==> src/hdl/sil_pkg.sv <==
// Shared constants and types for the status indicator LED block
package sil_pkg;

  // ----------------------------------------------------------------
  // Timing
  // ----------------------------------------------------------------
  localparam int unsigned CLK_MHZ        = 125;
  localparam int unsigned BLINK_HALF_MS  = 250;
  localparam int unsigned BLINK_HALF_CYC = BLINK_HALF_MS * 1000 * CLK_MHZ;

  // ----------------------------------------------------------------
  // Fixed counts
  // ----------------------------------------------------------------
  localparam int unsigned AUX_PAIRS = 3;
  localparam int unsigned ADDR_W    = 4;

  // ----------------------------------------------------------------
  // Register offsets and reset values
  // ----------------------------------------------------------------
  localparam logic [3:0]  CFG_OFF  = 4'h0;
  localparam logic [3:0]  NET_OFF  = 4'h4;
  localparam logic [3:0]  MOD_OFF  = 4'h8;
  localparam logic [3:0]  STAT_OFF = 4'hC;
  localparam logic [31:0] CFG_RST  = 32'h0000_0000;
  localparam logic [4:0]  NET_RST  = 5'h00;
  localparam logic [6:0]  MOD_RST  = 7'h00;

  // ----------------------------------------------------------------
  // Field positions
  // ----------------------------------------------------------------
  localparam int CFG_AUTO     = 0;
  localparam int NET_IP       = 0;
  localparam int NET_CIP      = 1;
  localparam int NET_DUP      = 2;
  localparam int NET_WARN     = 3;
  localparam int NET_LOST     = 4;
  localparam int MOD_RUN      = 0;
  localparam int MOD_SLEEP    = 1;
  localparam int MOD_SERIOUS  = 2;
  localparam int MOD_RECOV    = 3;
  localparam int MOD_SELFTEST = 4;
  localparam int MOD_CONFIG   = 5;
  localparam int MOD_CFGERR   = 6;
  localparam int STAT_CUT     = 0;
  localparam int STAT_ENA     = 1;
  localparam int STAT_WARN    = 2;
  localparam int STAT_INTLK   = 3;
  localparam int STAT_NETR    = 4;
  localparam int STAT_NETG    = 5;
  localparam int STAT_MODR    = 6;
  localparam int STAT_MODG    = 7;
  localparam int STAT_PHASE   = 8;
  localparam int STAT_PGRN    = 16;
  localparam int STAT_PYEL    = 24;

  // ----------------------------------------------------------------
  // Indicator patterns, most severe has the highest code
  // ----------------------------------------------------------------
  typedef enum logic [2:0] {
    PAT_OFF         = 3'h0,
    PAT_GREEN       = 3'h1,
    PAT_FLASH_GREEN = 3'h2,
    PAT_ALT         = 3'h3,
    PAT_FLASH_RED   = 3'h4,
    PAT_RED         = 3'h5
  } sil_pattern_t;

endpackage : sil_pkg

==> src/hdl/sil_blink_if.sv <==
// Blink phase carried from the blink timer to the indicator logic
`timescale 1ns/10ps
interface sil_blink_if;
  logic flashPhase;
  logic wrapPulse;
  modport src (output flashPhase, output wrapPulse);
  modport snk (input flashPhase, input wrapPulse);
endinterface : sil_blink_if

==> src/hdl/sil_blink_timer.sv <==
// Free-running blink timer shared by all flashing indicators
`timescale 1ns/10ps
module sil_blink_timer
  import sil_pkg::*;
#(
  parameter int unsigned HALF = BLINK_HALF_CYC
) (
  input  wire logic clk,
  input  wire logic rst,
  sil_blink_if.src  blink
);

  localparam int unsigned CW = (HALF > 1) ? $clog2(HALF) : 1;
  localparam logic [CW-1:0] LAST = CW'(HALF - 1);

  logic [CW-1:0] cnt_q;
  logic          phase_q;

  // ----------------------------------------------------------------
  // Half-period counter
  // ----------------------------------------------------------------
  always_ff @(posedge clk or posedge rst) begin
    if (rst) begin
      cnt_q <= '0;
    end else if (cnt_q == LAST) begin
      cnt_q <= '0;
    end else begin
      cnt_q <= cnt_q + 1'b1;
    end
  end

  always_ff @(posedge clk or posedge rst) begin
    if (rst) begin
      phase_q <= 1'b0;
    end else if (cnt_q == LAST) begin
      phase_q <= ~phase_q;
    end
  end

  assign blink.flashPhase = phase_q;
  assign blink.wrapPulse  = (cnt_q == LAST);
endmodule : sil_blink_timer

==> src/hdl/sil_input_sync.sv <==
// Three-stage input synchroniser with agreement filter
`timescale 1ns/10ps
module sil_input_sync
  import sil_pkg::*;
#(
  parameter int unsigned W = 1
) (
  input  wire logic         clk,
  input  wire logic         rst,
  input  wire logic [W-1:0] rawIn,
  output logic      [W-1:0] filtOut
);

  logic [W-1:0] s1_q;
  logic [W-1:0] s2_q;
  logic [W-1:0] s3_q;

  // ----------------------------------------------------------------
  // Per-bit chain; first stage feeds only the second
  // ----------------------------------------------------------------
  for (genvar i = 0; i < W; i++) begin : g_bit
    always_ff @(posedge clk or posedge rst) begin
      if (rst) begin
        s1_q[i]    <= 1'b0;
        s2_q[i]    <= 1'b0;
        s3_q[i]    <= 1'b0;
        filtOut[i] <= 1'b0;
      end else begin
        s1_q[i] <= rawIn[i];
        s2_q[i] <= s1_q[i];
        s3_q[i] <= s2_q[i];
        if (s2_q[i] == s3_q[i]) begin
          filtOut[i] <= s3_q[i];
        end
      end
    end

  end
endmodule : sil_input_sync

==> src/hdl/sil_top.sv <==
// Status indicator LED logic: safety, port link and network LEDs
`timescale 1ns/10ps
// Operation
// - Red cut-off LED lit when any safety output is off.
// - Green enabled LED lit when any safety output is on.
// - Yellow warning LED lit while any warning field sees an object.
// - Manual reset mode: interlock LED flashes while interlock is set.
// - Auto restart mode: interlock LED steady while delay counts down.
// - Three extra cut-off and enabled pairs mirror the primary pair.
// - One link LED per port, driven only by that port's state.
// - Link LED off, green with link, flashing yellow with traffic.
// - One network and one module LED cover both connections.
// - Network LED flashes green with address only, steady with session.
// - Network LED steady red on duplicate address.
// - Network LED flashes red after interrupted or reset connection.
// - Network LED alternates on lost connection, off when unpowered.
// - Module LED steady green running, flashing green in sleep.
// - Module LED steady red on serious error.
// - Module LED flashes red on recoverable error.
// - Module LED alternates during self-test, configuring, config error.
// - Network LED logic never touches safety indications.
module sil_top
  import sil_pkg::*;
#(
  parameter int unsigned NUM_SAFE  = 4,
  parameter int unsigned NUM_WARN  = 4,
  parameter int unsigned NUM_PORTS = 2,
  parameter int unsigned BLINK_HALF = BLINK_HALF_CYC
) (
  input  wire logic                clk,
  input  wire logic                rst,
  input  wire logic [ADDR_W-1:0]   addr,
  input  wire logic [31:0]         wrData,
  input  wire logic                wrEn,
  input  wire logic                rdEn,
  output logic      [31:0]         rdData,
  input  wire logic [NUM_SAFE-1:0] safeOutOn,
  input  wire logic [NUM_WARN-1:0] warnDetect,
  input  wire logic                interlockSet,
  input  wire logic                restartDelayRun,
  input  wire logic [NUM_PORTS-1:0] portLink,
  input  wire logic [NUM_PORTS-1:0] portAct,
  output logic                     cutoffLed,
  output logic                     enabledLed,
  output logic [AUX_PAIRS-1:0]     cutoffAuxLed,
  output logic [AUX_PAIRS-1:0]     enabledAuxLed,
  output logic                     warnLed,
  output logic                     interlockLed,
  output logic [NUM_PORTS-1:0]     portGreenLed,
  output logic [NUM_PORTS-1:0]     portYellowLed,
  output logic                     network_state_indicator_red,
  output logic                     network_state_indicator_green,
  output logic                     module_state_indicator_red,
  output logic                     module_state_indicator_green
);

  localparam int unsigned SW = NUM_SAFE + NUM_WARN + 2 + 2 * NUM_PORTS;

  logic [SW-1:0]        rawVec;
  logic [SW-1:0]        filtVec;
  logic [NUM_SAFE-1:0]  safeOn;
  logic [NUM_WARN-1:0]  warnDet;
  logic                 intlk;
  logic                 delayRun;
  logic [NUM_PORTS-1:0] linkUp;
  logic [NUM_PORTS-1:0] linkAct;
  logic                 cfgAuto_q;
  logic [4:0]           netCond_q;
  logic [6:0]           modCond_q;
  logic [31:0]          statWord;
  sil_pattern_t         netPat;
  sil_pattern_t         modPat;
  logic                 phase;
  logic                 upQ;

  sil_blink_if blinkBus ();

  assign phase = blinkBus.flashPhase;

  // ----------------------------------------------------------------
  // Pin inputs cross into the clock domain
  // ----------------------------------------------------------------
  assign rawVec = {portAct, portLink, restartDelayRun, interlockSet,
                   warnDetect, safeOutOn};

  sil_input_sync #(
    .W (SW)
  ) u_sync (
    .clk     (clk),
    .rst     (rst),
    .rawIn   (rawVec),
    .filtOut (filtVec)
  );

  assign safeOn   = filtVec[NUM_SAFE-1:0];
  assign warnDet  = filtVec[NUM_SAFE +: NUM_WARN];
  assign intlk    = filtVec[NUM_SAFE+NUM_WARN];
  assign delayRun = filtVec[NUM_SAFE+NUM_WARN+1];
  assign linkUp   = filtVec[NUM_SAFE+NUM_WARN+2 +: NUM_PORTS];
  assign linkAct  = filtVec[NUM_SAFE+NUM_WARN+2+NUM_PORTS +: NUM_PORTS];

  sil_blink_timer #(
    .HALF (BLINK_HALF)
  ) u_blink (
    .clk   (clk),
    .rst   (rst),
    .blink (blinkBus.src)
  );

  // ----------------------------------------------------------------
  // Register bus
  // ----------------------------------------------------------------
  always_ff @(posedge clk or posedge rst) begin
    if (rst) begin
      cfgAuto_q <= CFG_RST[CFG_AUTO];
    end else if (wrEn && addr == CFG_OFF) begin
      cfgAuto_q <= wrData[CFG_AUTO];
    end
  end

  always_ff @(posedge clk or posedge rst) begin
    if (rst) begin
      netCond_q <= NET_RST;
    end else if (wrEn && addr == NET_OFF) begin
      netCond_q <= wrData[4:0];
    end
  end

  always_ff @(posedge clk or posedge rst) begin
    if (rst) begin
      modCond_q <= MOD_RST;
    end else if (wrEn && addr == MOD_OFF) begin
      modCond_q <= wrData[6:0];
    end
  end

  always_comb begin
    statWord                   = '0;
    statWord[STAT_CUT]         = cutoffLed;
    statWord[STAT_ENA]         = enabledLed;
    statWord[STAT_WARN]        = warnLed;
    statWord[STAT_INTLK]       = interlockLed;
    statWord[STAT_NETR]        = network_state_indicator_red;
    statWord[STAT_NETG]        = network_state_indicator_green;
    statWord[STAT_MODR]        = module_state_indicator_red;
    statWord[STAT_MODG]        = module_state_indicator_green;
    statWord[STAT_PHASE]       = phase;
    statWord[STAT_PGRN +: NUM_PORTS] = portGreenLed;
    statWord[STAT_PYEL +: NUM_PORTS] = portYellowLed;
  end

  // Read data stands for one cycle only; unmapped reads return zero
  always_ff @(posedge clk or posedge rst) begin
    if (rst) begin
      rdData <= '0;
    end else if (rdEn) begin
      case (addr)
        CFG_OFF:  rdData <= {31'h0000_0000, cfgAuto_q};
        NET_OFF:  rdData <= {27'h000_0000, netCond_q};
        MOD_OFF:  rdData <= {25'h000_0000, modCond_q};
        STAT_OFF: rdData <= statWord;
        default:  rdData <= '0;
      endcase
    end else begin
      rdData <= '0;
    end
  end

  // ----------------------------------------------------------------
  // Safety indications
  // ----------------------------------------------------------------
  // Fed from pin inputs and the CFG auto bit, never from network registers
  always_ff @(posedge clk or posedge rst) begin
    if (rst) begin
      cutoffLed  <= 1'b0;
      enabledLed <= 1'b0;
    end else begin
      cutoffLed  <= ~&safeOn;
      enabledLed <= |safeOn;
    end
  end

  for (genvar k = 0; k < AUX_PAIRS; k++) begin : g_aux
    always_ff @(posedge clk or posedge rst) begin
      if (rst) begin
        cutoffAuxLed[k]  <= 1'b0;
        enabledAuxLed[k] <= 1'b0;
      end else begin
        cutoffAuxLed[k]  <= ~&safeOn;
        enabledAuxLed[k] <= |safeOn;
      end
    end
  end

  always_ff @(posedge clk or posedge rst) begin
    if (rst) begin
      warnLed <= 1'b0;
    end else begin
      warnLed <= |warnDet;
    end
  end

  always_ff @(posedge clk or posedge rst) begin
    if (rst) begin
      interlockLed <= 1'b0;
    end else if (cfgAuto_q) begin
      interlockLed <= delayRun;
    end else begin
      interlockLed <= intlk & phase;
    end
  end

  // ----------------------------------------------------------------
  // Per-port link indicators
  // ----------------------------------------------------------------
  for (genvar p = 0; p < NUM_PORTS; p++) begin : g_port
    always_ff @(posedge clk or posedge rst) begin
      if (rst) begin
        portGreenLed[p]  <= 1'b0;
        portYellowLed[p] <= 1'b0;
      end else begin
        // Activity only counts while the link is up
        portGreenLed[p]  <= linkUp[p] & ~linkAct[p];
        portYellowLed[p] <= linkUp[p] & linkAct[p] & phase;
      end
    end

  end

  // ----------------------------------------------------------------
  // Network and module pattern selection
  // ----------------------------------------------------------------
  always_comb begin
    netPat = PAT_OFF;
    if (netCond_q[NET_DUP]) begin
      netPat = PAT_RED;
    end else if (netCond_q[NET_WARN]) begin
      netPat = PAT_FLASH_RED;
    end else if (netCond_q[NET_LOST]) begin
      netPat = PAT_ALT;
    end else if (netCond_q[NET_CIP]) begin
      netPat = PAT_GREEN;
    end else if (netCond_q[NET_IP]) begin
      netPat = PAT_FLASH_GREEN;
    end
  end

  always_comb begin
    modPat = PAT_OFF;
    if (modCond_q[MOD_SERIOUS]) begin
      modPat = PAT_RED;
    end else if (modCond_q[MOD_RECOV]) begin
      modPat = PAT_FLASH_RED;
    end else if (modCond_q[MOD_SELFTEST] || modCond_q[MOD_CONFIG] ||
                 modCond_q[MOD_CFGERR]) begin
      modPat = PAT_ALT;
    end else if (modCond_q[MOD_SLEEP]) begin
      modPat = PAT_FLASH_GREEN;
    end else if (modCond_q[MOD_RUN]) begin
      modPat = PAT_GREEN;
    end
  end

  function automatic logic [1:0] patDrive(sil_pattern_t pat, logic ph);
    logic [1:0] rg;
    rg = 2'h0;
    case (pat)
      PAT_RED:         rg = 2'h2;
      PAT_FLASH_RED:   rg = {ph, 1'b0};
      PAT_ALT:         rg = {ph, ~ph};
      PAT_FLASH_GREEN: rg = {1'b0, ph};
      PAT_GREEN:       rg = 2'h1;
      default:         rg = 2'h0;
    endcase
    return rg;
  endfunction : patDrive

  // One LED pair each for both connections; dark while in reset
  always_ff @(posedge clk or posedge rst) begin
    if (rst) begin
      network_state_indicator_red   <= 1'b0;
      network_state_indicator_green <= 1'b0;
      module_state_indicator_red    <= 1'b0;
      module_state_indicator_green  <= 1'b0;
    end else begin
      {network_state_indicator_red, network_state_indicator_green} <=
        patDrive(netPat, phase);
      {module_state_indicator_red, module_state_indicator_green} <=
        patDrive(modPat, phase);
    end
  end

  // ----------------------------------------------------------------
  // Checks
  // ----------------------------------------------------------------
  always_ff @(posedge clk or posedge rst) begin
    if (rst) begin
      upQ <= 1'b0;
    end else begin
      upQ <= 1'b1;
    end
  end
endmodule : sil_top

==> config.mk <==
export PLATFORM = sky130hd
export DESIGN_NAME = sil_top
export DESIGN_NICKNAME = d
export VERILOG_FILES = /design/src/hdl/sil_pkg.sv /design/src/hdl/sil_blink_if.sv /design/src/hdl/sil_blink_timer.sv /design/src/hdl/sil_input_sync.sv /design/src/hdl/sil_top.sv
export SDC_FILE = /design/constraint.sdc
export NUM_CORES = 1
export LEC_CHECK = 0
export BUFFER_PORTS_ARGS = -buffer_cell sky130_fd_sc_hd__buf_4
export CAP_MARGIN = 20
export CELL_PAD_IN_SITES_DETAIL_PLACEMENT = 0
export CELL_PAD_IN_SITES_GLOBAL_PLACEMENT = 1
export CORE_AREA = 2 2 106 108
export CTS_CLUSTER_SIZE = 20
export DETAILED_ROUTE_END_ITERATION = 6
export DIE_AREA = 0 0 108 110
export PLACE_DENSITY_LB_ADDON = 0.1
export SYNTH_ARGS = -nofsm -noshare
export SYNTH_HDL_FRONTEND = slang
export SYNTH_SLANG_ARGS = --single-unit
==> constraint.sdc <==
create_clock -name clk -period 4.4 [get_ports clk]
set_input_delay 0.66 -clock clk [delete_from_list [all_inputs] [get_ports clk]]
set_output_delay 0.66 -clock clk [all_outputs]
set_load 0.005 [all_outputs]
[After elaboration in Yosys (flattened, before gate mapping)]
Cells that the tools add are included.
Word-level totals
  word-level logic and storage cells: 139
  input bits: 54
  output and inout port bits: 50
  bits in registers: 139
Operators by class
  mux-type cells: 16
  equal/unequal tests: 28
  add/subtract/negate cells: 1
  reductions and logical operators: 10
  bitwise logic cells: 10
Operators by type and width (number)
  26-bit one-hot mux with 4 select lines: 1
  32-bit 2-to-1 mux: 1
  25-bit by 1-bit adder with 25-bit output (second input constant): 1
  25-bit equality test (second input constant): 1
  25-bit 2-to-1 mux: 1
  2-bit one-hot mux with 5 select lines: 2
  1-bit equality test: 14
  3-bit by 2-bit equality test with 1-bit output (second input constant): 4
  3-bit equality test (second input constant): 4
  3-bit 2-to-1 mux: 4
  2-bit 2-to-1 mux: 5
  4-bit equality test (second input constant): 2
  4-bit OR reduction: 2
  1-bit AND: 7
  3-bit by 1-bit equality test with 1-bit output (second input constant): 2
  4-bit by 3-bit equality test with 1-bit output (second input constant): 1
  4-bit zero test: 1
  4-bit AND reduction: 1
  1-bit logical AND: 3
  1-bit inverter: 3
  1-bit logical OR: 2
  1-bit 2-to-1 mux: 2
  1-bit zero test: 1

[Depth between registers and ports, before layout]
Gate-level depths: netlist of run 1.
  depth in word-level cells: 7
  gate-level depth with buffers: 7
  gate-level depth less buffers: 5

[Modules after synthesis]
Synthesis of run 1 repeated with hierarchy kept, for this count alone.
Unflattened totals
  cells, all modules: 320
  area, all modules: 4536.9 µm²
Modules (own cells, without submodules)
  sil_top: times used 1, area each 1725.4 µm², sequential area each 950.9 µm², cells each 137
  sil_input_sync: times used 1, area each 1562.7 µm², sequential area each 1401.3 µm², cells each 71
  sil_blink_timer: times used 1, area each 1248.7 µm², sequential area each 650.6 µm², cells each 112

[Worst setup path before layout of run 1]
Ideal clock, no wire load.
  path kind: in2reg
  start: in addr[2]
  end: reg netCond_q[0]
  setup time: 125 ps
  path slack: 2641 ps
  required time: 4275 ps
  buffers on the path: 1
  arrival time: 1634 ps
  cell stages on the path: 5
  path through: buf_2 inv_1 nor2_1 nand3_1 mux2_2
Between the ends
  word-level cells in the longest chain between the ends: 2
Ends and longest elaborated chain
  start: declaration: RTL line sil_top.sv:32  | input wire logic [ADDR_W-1:0] addr,
  4-bit by 3-bit equality test with 1-bit output: RTL line sil_top.sv:124  | end else if (wrEn && addr == NET_OFF) begin
  1-bit logical AND: RTL line sil_top.sv:124
  end signal: assignment: RTL line sil_top.sv:125  | netCond_q <= wrData[4:0];
  end: declaration: RTL line sil_top.sv:68  | logic [4:0] netCond_q;
Every way passes these cells.
A chain may end at the register's enable or synchronous reset.

[Worst setup path after layout of run 1]
  start: reg u_blink.cnt_q[0]
  end: reg u_blink.phase_q (netlist: u_blink.blink.flashPhase)
Between the ends
  word-level cells in the longest chain between the ends: 1
Ends and longest elaborated chain
  start: declaration: RTL line sil_blink_timer.sv:16  | logic [CW-1:0] cnt_q;
  start signal: assignment: RTL line sil_blink_timer.sv:28  | cnt_q <= cnt_q + 1'b1;
  25-bit equality test: RTL line sil_blink_timer.sv:35  | end else if (cnt_q == LAST) begin
  end signal: assignment: RTL line sil_blink_timer.sv:36  | phase_q <= ~phase_q;
  end: declaration: RTL line sil_blink_timer.sv:17  | logic phase_q;
Every way passes these cells.

==> results of run 1 <==
-- path summary, 6_finish.rpt --
| path | start | to | slack [ns] | cells past startpoint |
|---|---|---|---|---|
| min reg2reg | u_sync.s1_q[5] | u_sync.s2_q[5] | 0.35 | 0 |
| max in group asynchronous | rst | netCond_q[0] | 3.10 | 4 |
| min in group clk | warnDetect[3] | u_sync.s1_q[7] | 0.26 | 1 |
| min | rst | u_sync.s1_q[5] | 0.19 | 2 |
| max reg2reg | u_blink.cnt_q[0] | u_blink.blink.flashPhase | 2.46 | 5 |
| max | u_blink.cnt_q[0] | u_blink.blink.flashPhase | 2.46 | 5 |
-- synthesized netlist by cell type, types with 2 or more instances --
cell      number
and4_1         6
or4_1          6
xnor2_1       10
inv_1          3
nand3_1       10
maj3_1        14
dfrtp_1      120
nand2_1       11
xor2_1         6
a21oi_1        5
or4b_1         2
buf_4         25
nand2b_1       2
mux2_2        17
nor3_1         3
o31ai_1        5
and3_1         7
nand4_1       13
nor2b_1        5
nor2_1        18
and2_1        11
or3_1          2
a22oi_1        4
o21ai_0        7
clkbuf_1       3
mux2i_1        5
-- state kept, by name (all words and copies together) (netlist names), 2 cells and up --
| signal | flops |
|---|---|
| u_blink.cnt_q | 25 |
| u_sync.s2_q | 14 |
| netCond_q | 5 |
| u_sync.s3_q | 14 |
| rdData | 13 |
| portGreenLed | 2 |
| u_sync.filtOut | 14 |
| modCond_q | 7 |
| u_sync.s1_q | 14 |
| portYellowLed | 2 |
-- power breakdown --
part	internal, W	switching [W]	leakage, nW
Sequential	0.00118	0.0000516	1.49
Combinational	0.0000961	0.0000688	0.823
Clock	0.000782	0.000488	0.275
-- cells by family (layout without fill, tap and decap cells) --
logic type / after synthesis / count (layout) / synth area share (%)
AOI/OAI and AO/OA: 24 / 24 / 3.37
adders and majority gates: 15 / 15 / 3.37
xor gates and xnor gates: 16 / 16 / 3.09
muxes: 23 / 23 / 5.83
buffers and inverters: 34 / 96 / 5.11
other: 1 / 19 / 0.0828
and+or+nand+nor: 100 / 100 / 12.8
DFF: 120 / 120 / 66.3
-- layout make-up --
| class | count | area [um2] | share of cell area, % |
|---|---|---|---|
| Clock buffer | 19 | 442 | 7.89 |
| Clock inverter | 13 | 121 | 2.17 |
| Inverter | 3 | 13.8 | 0.246 |
| Multi-Input combinational cell | 197 | 1360 | 24.4 |
| Sequential cell | 120 | 3000 | 53.7 |
| Tap cell | 140 | 175 | 3.13 |
| Timing Repair Buffer | 61 | 478 | 8.54 |
-- critical path, delay by kind of cell (launching register included) --
family        cells  cell delay (ns)
xor+xnor          1             0.17
fa+ha+maj         1             0.20
flops             1             0.39
simple gates      3             1.11
-- layer usage --
metal | vias up | wire [um] | global-route usage, %
met4 | 0 | 97 | 5.59
met3 | 9 | 380 | 5.23
met1 | 1291 | 3540 | 19.1
li1 | 1268 | - | -
met2 | 63 | 3520 | 21.9
met5 | - | 0 | 0
-- per-stage QoR --
| step | cells | setup WS, ns | hold WS (ns) | util, % |
|---|---|---|---|---|
| after floorplan | 351 | 0.554 | 0.331 | - |
| after global placement | 520 | 2.34 | 0.333 | 46.8 |
| after detailed placement | 520 | 2.33 | 0.336 | 46.8 |
| after CTS | 552 | 2.41 | 0.236 | 52.0 |
| after global routing | 553 | 2.28 | 0.195 | 52.3 |
| final | 553 | 2.46 | 0.188 | 52.3 |
==> impl_metrics.py, run 1 <==
metrics = {
    "critical_path": {
        "crit_chain": "ha_1, and3_1, nand4_1, nor2_4, xor2_1",
        "worstSetupPathType": "flop to flop",
        "critPathMaxStageDelay_ns": 0.42,
        "worstSetupEndpointType": "flop",
        "slowest_stage": "nor2_4",
        "worstPathMaxFanout": 14,
        "critPathArrivalTime_ns": 2.36,
        "critical_path_required_ns": 4.82,
        "critPathLaunchType": "flop",
    },
    "finish": {
        "fill_cells": 923,
        "nets": 455,
        "layout_commonest_cell": "dfrtp_1",
        "final_cell_mix": "dfrtp_1, buf_4, conb_1",
        "fin_area_um2": 5600,
        "areaGrowthSynthToFinish_pct": 23.5,
        "drive_gt1_share_pct": 27.6,
        "antenna_cells": 0,
    },
    "floorplanning": {
        "die_h_um": 110,
        "core_um2": 10700,
        "fp.dieW_um": 108,
        "initial_core_util_pct": 42.3,
        "num_rows": 38,
        "pin_count": 104,
        "dieArea_um2": 11900,
    },
    "timing": {
        "finalHoldViolCount": 0,
        "rsz0062_at_grt": "false",
        "slew_viol_final": 0,
        "period_minus_slack_ns": 1.94,
        "final.setup_skew_ns": 0.00636,
        "setup-tns-final_ns": 0,
        "post-route-period-util_pct": 44.1,
        "fmax_ghz": 0.515,
        "setup_violations": 0,
    },
    "cts": {
        "cts_tree": "yes",
        "clock_sinks": 120,
        "root_buffer": "clkbuf_8",
        "cts_max_level": 4,
        "ctsHoldBuffers": 0,
        "postCtsResizedCells": 0,
        "post_cts_buffers": 0,
        "clk_latency_ns": 0.50,
        "clkTransAtPathRegs_ns": 0.06,
        "cts_buffers": 17,
        "clk_path_buf_depth": 2,
    },
    "drt": {
        "vias": 2631,
        "wl_mm": 7.55,
        "drt-initial-drc-count": 112,
        "post_drt_wl_per_cell_um": 13.6,
        "via_per_inst": 4.76,
        "first_pass_iters": 4,
        "drc": 0,
        "ant_nets": 0,
    },
    "synthesis": {
        "yosys_warnings": 0,
        "yosysUniqueCellTypes": 39,
        "synth_seq_cells": 120,
        "syn_area_per_cell_um2": 13.6,
        "yosys-top-cells-area": "dfrtp_1, mux2_2, buf_4",
        "synthArstFlopShare_pct": 100,
        "postSynthCellCount": 333,
        "yosys.area.top_type_share_pct": 66.3,
        "synth_ff_type": "dfrtp_1",
        "yosys.area.top_type": "dfrtp_1",
        "synth-edff-count": 0,
        "synth_area_um2": 4530,
        "ys_seq_area_share_pct": 66.3,
    },
    "power": {
        "leakage_nw": 2.58,
        "finalPower_w": 0.00267,
        "power.density_nw_per_um2": 477,
        "ir_drop_mv": 0.294,
    },
    "grt": {
        "grt_pass1_wl_mm": 13.0,
        "overflow": 0,
        "grt_max_degree": 89,
        "first_global_vias": 2661,
        "grt_antenna_before_repair": 0,
        "track_usage_pct": 14.5,
    },
    "worst_hold_path": {
        "min_path_type": "input pin to async pin",
    },
    "placed_design": {
        "dp_hpwl_mm": 5.11,
        "dpl_cell_area_um2": 5000,
        "port_buffers": 59,
        "place.gp.congestion": 0.773,
    },
    "run_status": {
        "status": "finished, final reports clean",
    },
    "flow_run": {
        "max-cap-violations": 0,
    },
}
No activity file was read; power rests on OpenSTA's default activity.
==> run 2: changes to the inputs <==
Clock period 4.4 ns to 2 ns, I/O delays scaled along.
==> impl_metrics.py, run 2 (synthesis results as in run 1) <==
metrics = {
    "grt": {
        "overflow": 0,
        "track_usage_pct": 14.8,
        "grt_antenna_before_repair": 0,
        "grt_max_degree": 78,
        "grt_pass1_wl_mm": 13.3,
        "first_global_vias": 2694,
    },
    "placed_design": {
        "placed_cells": 530,
        "post-place-ws_ns": 0.222,
        "dp_hpwl_mm": 5.23,
        "place.gp.congestion": 0.801,
        "port_buffers": 59,
    },
    "drt": {
        "ant_nets": 0,
        "drc": 0,
        "post_drt_wl_per_cell_um": 13.6,
        "via_per_inst": 4.71,
        "wl_mm": 7.86,
        "vias": 2715,
        "first_pass_iters": 4,
        "drt-initial-drc-count": 104,
    },
    "worst_hold_path": {
        "min_delay_path_depth": 2,
        "min_path_type": "input pin to flop",
        "hp-start": "wrData[5]",
    },
    "floorplanning": {
        "initial_core_util_pct": 42.3,
        "fp.dieW_um": 108,
        "core_um2": 10700,
        "pin_count": 104,
        "num_rows": 38,
        "die_h_um": 110,
        "dieArea_um2": 11900,
    },
    "cts": {
        "cts_max_level": 4,
        "clock_sinks": 120,
        "cts_buffers": 17,
        "clk_path_buf_depth": 2,
        "root_buffer": "clkbuf_8",
        "cts_tree": "yes",
        "postCtsResizedCells": 0,
        "clkTransAtPathRegs_ns": 0.06,
        "clk_latency_ns": 0.50,
    },
    "finish": {
        "antenna_cells": 0,
        "fin_util_pct": 54.5,
        "areaGrowthSynthToFinish_pct": 28.8,
        "layout_commonest_cell": "dfrtp_1",
        "fin_cells": 576,
        "largest_reg_flops": 25,
        "regMostFlops": "u_blink.cnt_q",
        "nets": 479,
        "drive_gt1_share_pct": 27.8,
        "final_cell_mix": "dfrtp_1, buf_4, conb_1",
    },
    "run_status": {
        "status": "finished, final reports clean",
    },
    "timing": {
        "rsz0062_at_grt": "false",
        "slew_viol_final": 0,
        "finalHoldViolCount": 0,
        "period_minus_slack_ns": 1.79,
        "setup-tns-final_ns": 0,
        "setup_violations": 0,
        "final.setup_skew_ns": 0.00884,
        "setup_ws_ns": 0.210,
        "hold_ws_ns": 0.0435,
        "fmax_ghz": 0.559,
        "post-route-period-util_pct": 89.5,
    },
    "critical_path": {
        "worstSetupEndpointType": "flop",
        "critPathArrivalTime_ns": 2.21,
        "r2r-start": "u_blink.cnt_q[13]",
        "ff2ff_path_depth": 5,
        "critical_path_required_ns": 2.42,
        "crit_start": "u_blink.cnt_q[13]",
        "worstPathMaxFanout": 8,
        "critPathLaunchType": "flop",
        "worstSetupPathType": "flop to flop",
    },
    "power": {
        "power.density_nw_per_um2": 1050,
        "leakage_nw": 2.69,
        "ir_drop_mv": 0.565,
    },
    "flow_run": {
        "max-cap-violations": 0,
    },
}
run 2: cell count changes in the layout (fill, tap and decap cells not counted), sizes merged:
cell / change
buf: +9
clkinv: -3
clkinvlp: +1
bufinv: +2
clkbuf: -1
dlygate4sd3: +15
run 2: worst paths after layout:
check                           slack, ns                  endpoint
min in group asynchronous            0.46          u_blink.cnt_q[4]
worst min register to register       0.35           u_sync.s2_q[13]
worst max-delay path                 0.21  u_blink.blink.flashPhase
worst max register to register       0.21  u_blink.blink.flashPhase
max in group asynchronous            1.12         u_sync.filtOut[9]
worst min-delay path                 0.04              modCond_q[5]
run 2: cell type report:
type / count / area, um2
clock inverters: 13 / 171
multi-input cells: 197 / 1360
clock buffers: 18 / 418
repair buffers: 85 / 688
flip-flops and latches: 120 / 3000
fillers: 923 / 4860
inverters: 3 / 15.0
well taps: 140 / 175
run 2: metal layers:
metal	up-vias	wire [um]	GRT usage, %
met4	0	78	6.32
met2	62	3610	22.3
met1	1330	3860	20.1
met3	5	314	4.23
li1	1318	-	-
met5	-	0	0
run 2: stage by stage:
step	cell area (um2)	total power, W
after global placement	5090	0.00312
after CTS	5830	0.00619
after detailed placement	5090	0.00313
after global routing	5830	0.00638
after floorplan	4600	0.00297
final	5830	0.00610
run 2: repair_timing:
action,in CTS,in global routing
hold buffers,15,0
setup endpoints to repair,0,0
hold endpoints to repair,134,0
setup buffers,0,0
run 2: worst max-delay path, cell delays in order, from the launching register on:
cell and delay [ns]:
dfrtp_1 0.42, or4b_1 0.52, or3_4 0.37, nor2_4 0.10
buf_4 0.17, xor2_1 0.14
run 2: power breakdown:
| group | total (W) | switching [W] | internal, W |
|---|---|---|---|
| Clock | 0.00300 | 0.00109 | 0.00191 |
| Combinational | 0.000388 | 0.000156 | 0.000232 |
| Sequential | 0.00271 | 0.000115 | 0.00260 |
| Total | 0.00610 | 0.00136 | 0.00474 |
==> run 3: changes to the inputs <==
Settings changed: SYNTH_HIERARCHICAL set to 1.
==> impl_metrics.py, run 3 <==
metrics = {
    "floorplanning": {
        "dieArea_um2": 11900,
        "die_h_um": 110,
        "initial_core_util_pct": 42.4,
        "num_rows": 38,
        "fp.dieW_um": 108,
        "pin_count": 104,
        "core_um2": 10700,
    },
    "timing": {
        "finalHoldViolCount": 0,
        "setup-tns-final_ns": 0,
        "setup_violations": 0,
        "slew_viol_final": 0,
        "fmax_ghz": 0.576,
        "post-route-period-util_pct": 86.8,
        "final.setup_skew_ns": 0.0128,
        "setup_ws_ns": 0.263,
        "rsz0062_at_grt": "false",
        "period_minus_slack_ns": 1.74,
    },
    "cts": {
        "clock_sinks": 120,
        "clk_path_buf_depth": 2,
        "post_cts_buffers": 0,
        "clkTransAtPathRegs_ns": 0.06,
        "clk_latency_ns": 0.51,
        "root_buffer": "clkbuf_8",
        "cts_max_level": 4,
        "cts_tree": "yes",
        "cts_buffers": 17,
    },
    "critical_path": {
        "r2r-start": "u_blink/cnt_q[7]",
        "crit_chain": "nor4b_2, nand4_1, nor4_4, buf_4, nand3b_1, o21ai_0",
        "crit_start": "u_blink/cnt_q[7]",
        "worstPathMaxFanout": 6,
        "worstSetupEndpointType": "flop",
        "ff2ff_path_depth": 6,
        "r2r_setup_slack_ns": 0.26,
        "rr_endpoint": "u_blink/cnt_q[22]",
        "critPathArrivalTime_ns": 2.13,
        "worstSetupPathType": "flop to flop",
        "critPathLaunchType": "flop",
        "critPathMaxStageDelay_ns": 0.41,
        "endpoint": "u_blink/cnt_q[22]",
        "critical_path_required_ns": 2.39,
        "slowest_stage": "dfrtp_1",
    },
    "placed_design": {
        "place.gp.congestion": 0.754,
        "port_buffers": 59,
        "post-place-ws_ns": 0.235,
        "dp_hpwl_mm": 5.16,
        "dpl_cell_area_um2": 5060,
    },
    "synthesis": {
        "yosys.area.top_type_share_pct": 66.2,
        "synthArstFlopShare_pct": 100,
        "synth_area_um2": 4540,
        "postSynthCellCount": 320,
        "yosys.area.top_type": "dfrtp_1",
        "yosys_warnings": 6,
        "synth_common_cells": "dfrtp_1, buf_4, nor2_1",
        "synth_seq_cells": 120,
        "yosysMostFrequentCell": "dfrtp_1",
        "yosys-top-cells-area": "dfrtp_1, buf_4, mux2_2",
        "synth_ff_type": "dfrtp_1",
        "synth-edff-count": 0,
        "yosysUniqueCellTypes": 41,
        "syn_area_per_cell_um2": 14.2,
        "ys_seq_area_share_pct": 66.2,
    },
    "finish": {
        "final_cell_mix": "dfrtp_1, buf_4, nor2_1",
        "nets": 462,
        "areaGrowthSynthToFinish_pct": 27.4,
        "largest_reg_flops": 25,
        "fill_cells": 897,
        "layout_commonest_cell": "dfrtp_1",
        "regMostFlops": "u_blink/cnt_q",
        "drive_gt1_share_pct": 33.3,
        "fin_area_um2": 5780,
        "antenna_cells": 0,
    },
    "power": {
        "leakage_nw": 2.73,
        "power.density_nw_per_um2": 1040,
        "ir_drop_mv": 0.513,
    },
    "grt": {
        "overflow": 0,
        "track_usage_pct": 14.6,
        "grt_max_degree": 57,
        "first_global_vias": 2622,
        "grt_antenna_before_repair": 0,
        "grt_pass1_wl_mm": 13.0,
    },
    "worst_hold_path": {
        "min_path_type": "input pin to flop",
    },
    "run_status": {
        "status": "finished, final reports clean",
    },
    "drt": {
        "vias": 2556,
        "ant_nets": 0,
        "wl_mm": 7.53,
        "first_pass_iters": 4,
        "post_drt_wl_per_cell_um": 13.5,
        "drt-initial-drc-count": 57,
        "via_per_inst": 4.56,
        "drc": 0,
    },
    "flow_run": {
        "max-cap-violations": 0,
    },
}
## run 3: changes by cell type after synthesis, sizes merged, moves of 3 or more
cell    change
xor2        +4
clkbuf      -3
nand2       -3
and2        -5
nand3b      +3
mux2i       -3
a21oi       -5
or4         -4
and4        -3
nor2        +7
o31ai       -5
## run 3: final cells by class
| class | instances | area [um2] | area share [%] |
|---|---|---|---|
| sequential | 120 | 3000 | 51.9 |
| multi-input combinational | 183 | 1360 | 23.5 |
| timing repair buffer | 80 | 651 | 11.3 |
| clock buffer | 17 | 414 | 7.16 |
| tap | 140 | 175 | 3.03 |
| clock inverter | 15 | 159 | 2.75 |
| inverter | 5 | 18.8 | 0.325 |
## run 3: cell families (layout without fill, tap and decap cells)
group	Yosys count	count (layout)	share of synthesized area, %
other	1	19	0.0827
AO/OA/AOI/OAI	14	14	2.01
adder cells (fa/ha/maj)	15	15	3.75
buffers and inverters	35	117	5.32
AND/OR/NAND/NOR	94	94	13.4
multiplexers	20	20	5.16
flip-flops	120	120	66.2
XOR/XNOR	21	21	4.05
## run 3: metrics by stage
stage	instances	hold WS (ns)	util [%]	power [W]
floorplan	338	0.331	-	0.00299
global placement	513	0.331	47.3	0.00314
detailed placement	513	0.337	47.3	0.00315
CTS	560	0.0106	54.0	0.00607
global route	560	0.00741	54.0	0.00628
finish	560	0.0402	54.0	0.00599
## run 3: repair_timing
item                      in CTS  in global routing
hold endpoints to repair     134                  0
hold buffers                  15                  0
resized for setup              0                  0
## run 3: worst min-delay path by stage
stage                    from             end  slack, ns  cells after the start
6_report            wrData[5]    modCond_q[5]       0.04                      2
4_1_cts             wrData[5]    modCond_q[5]       0.01                      2
5_1_grt             wrData[5]    modCond_q[5]      0.007                      2
3_5_place_dp   u_sync/s1_q[3]  u_sync/s2_q[3]       0.34                      0
3_3_place_gp   u_sync/s1_q[2]  u_sync/s2_q[2]       0.33                      0
2_1_floorplan  u_sync/s1_q[0]  u_sync/s2_q[0]       0.33                      0
## run 3: layer usage
metal | vias up | GRT usage (%) | wire (um)
met3 | 11 | 4.76 | 354
met2 | 65 | 22.4 | 3570
li1 | 1237 | - | -
met5 | - | 0 | 0
met4 | 0 | 5.77 | 101
met1 | 1243 | 19.5 | 3510
## run 3: where the power goes
group | leakage [nW] | total [W] | internal (W) | switching [W]
sequential | 1.49 | 0.00272 | 0.00260 | 0.000119
combinational | 0.964 | 0.000405 | 0.000243 | 0.000162
clock | 0.277 | 0.00287 | 0.00170 | 0.00117
## run 3: critical path, delay by kind of cell (launching register included)
| kind | cells | cell delay (ns) |
|---|---|---|
| flops | 1 | 0.41 |
| simple gates | 4 | 0.92 |
| compound gates | 1 | 0.07 |
| buf+inv | 1 | 0.21 |
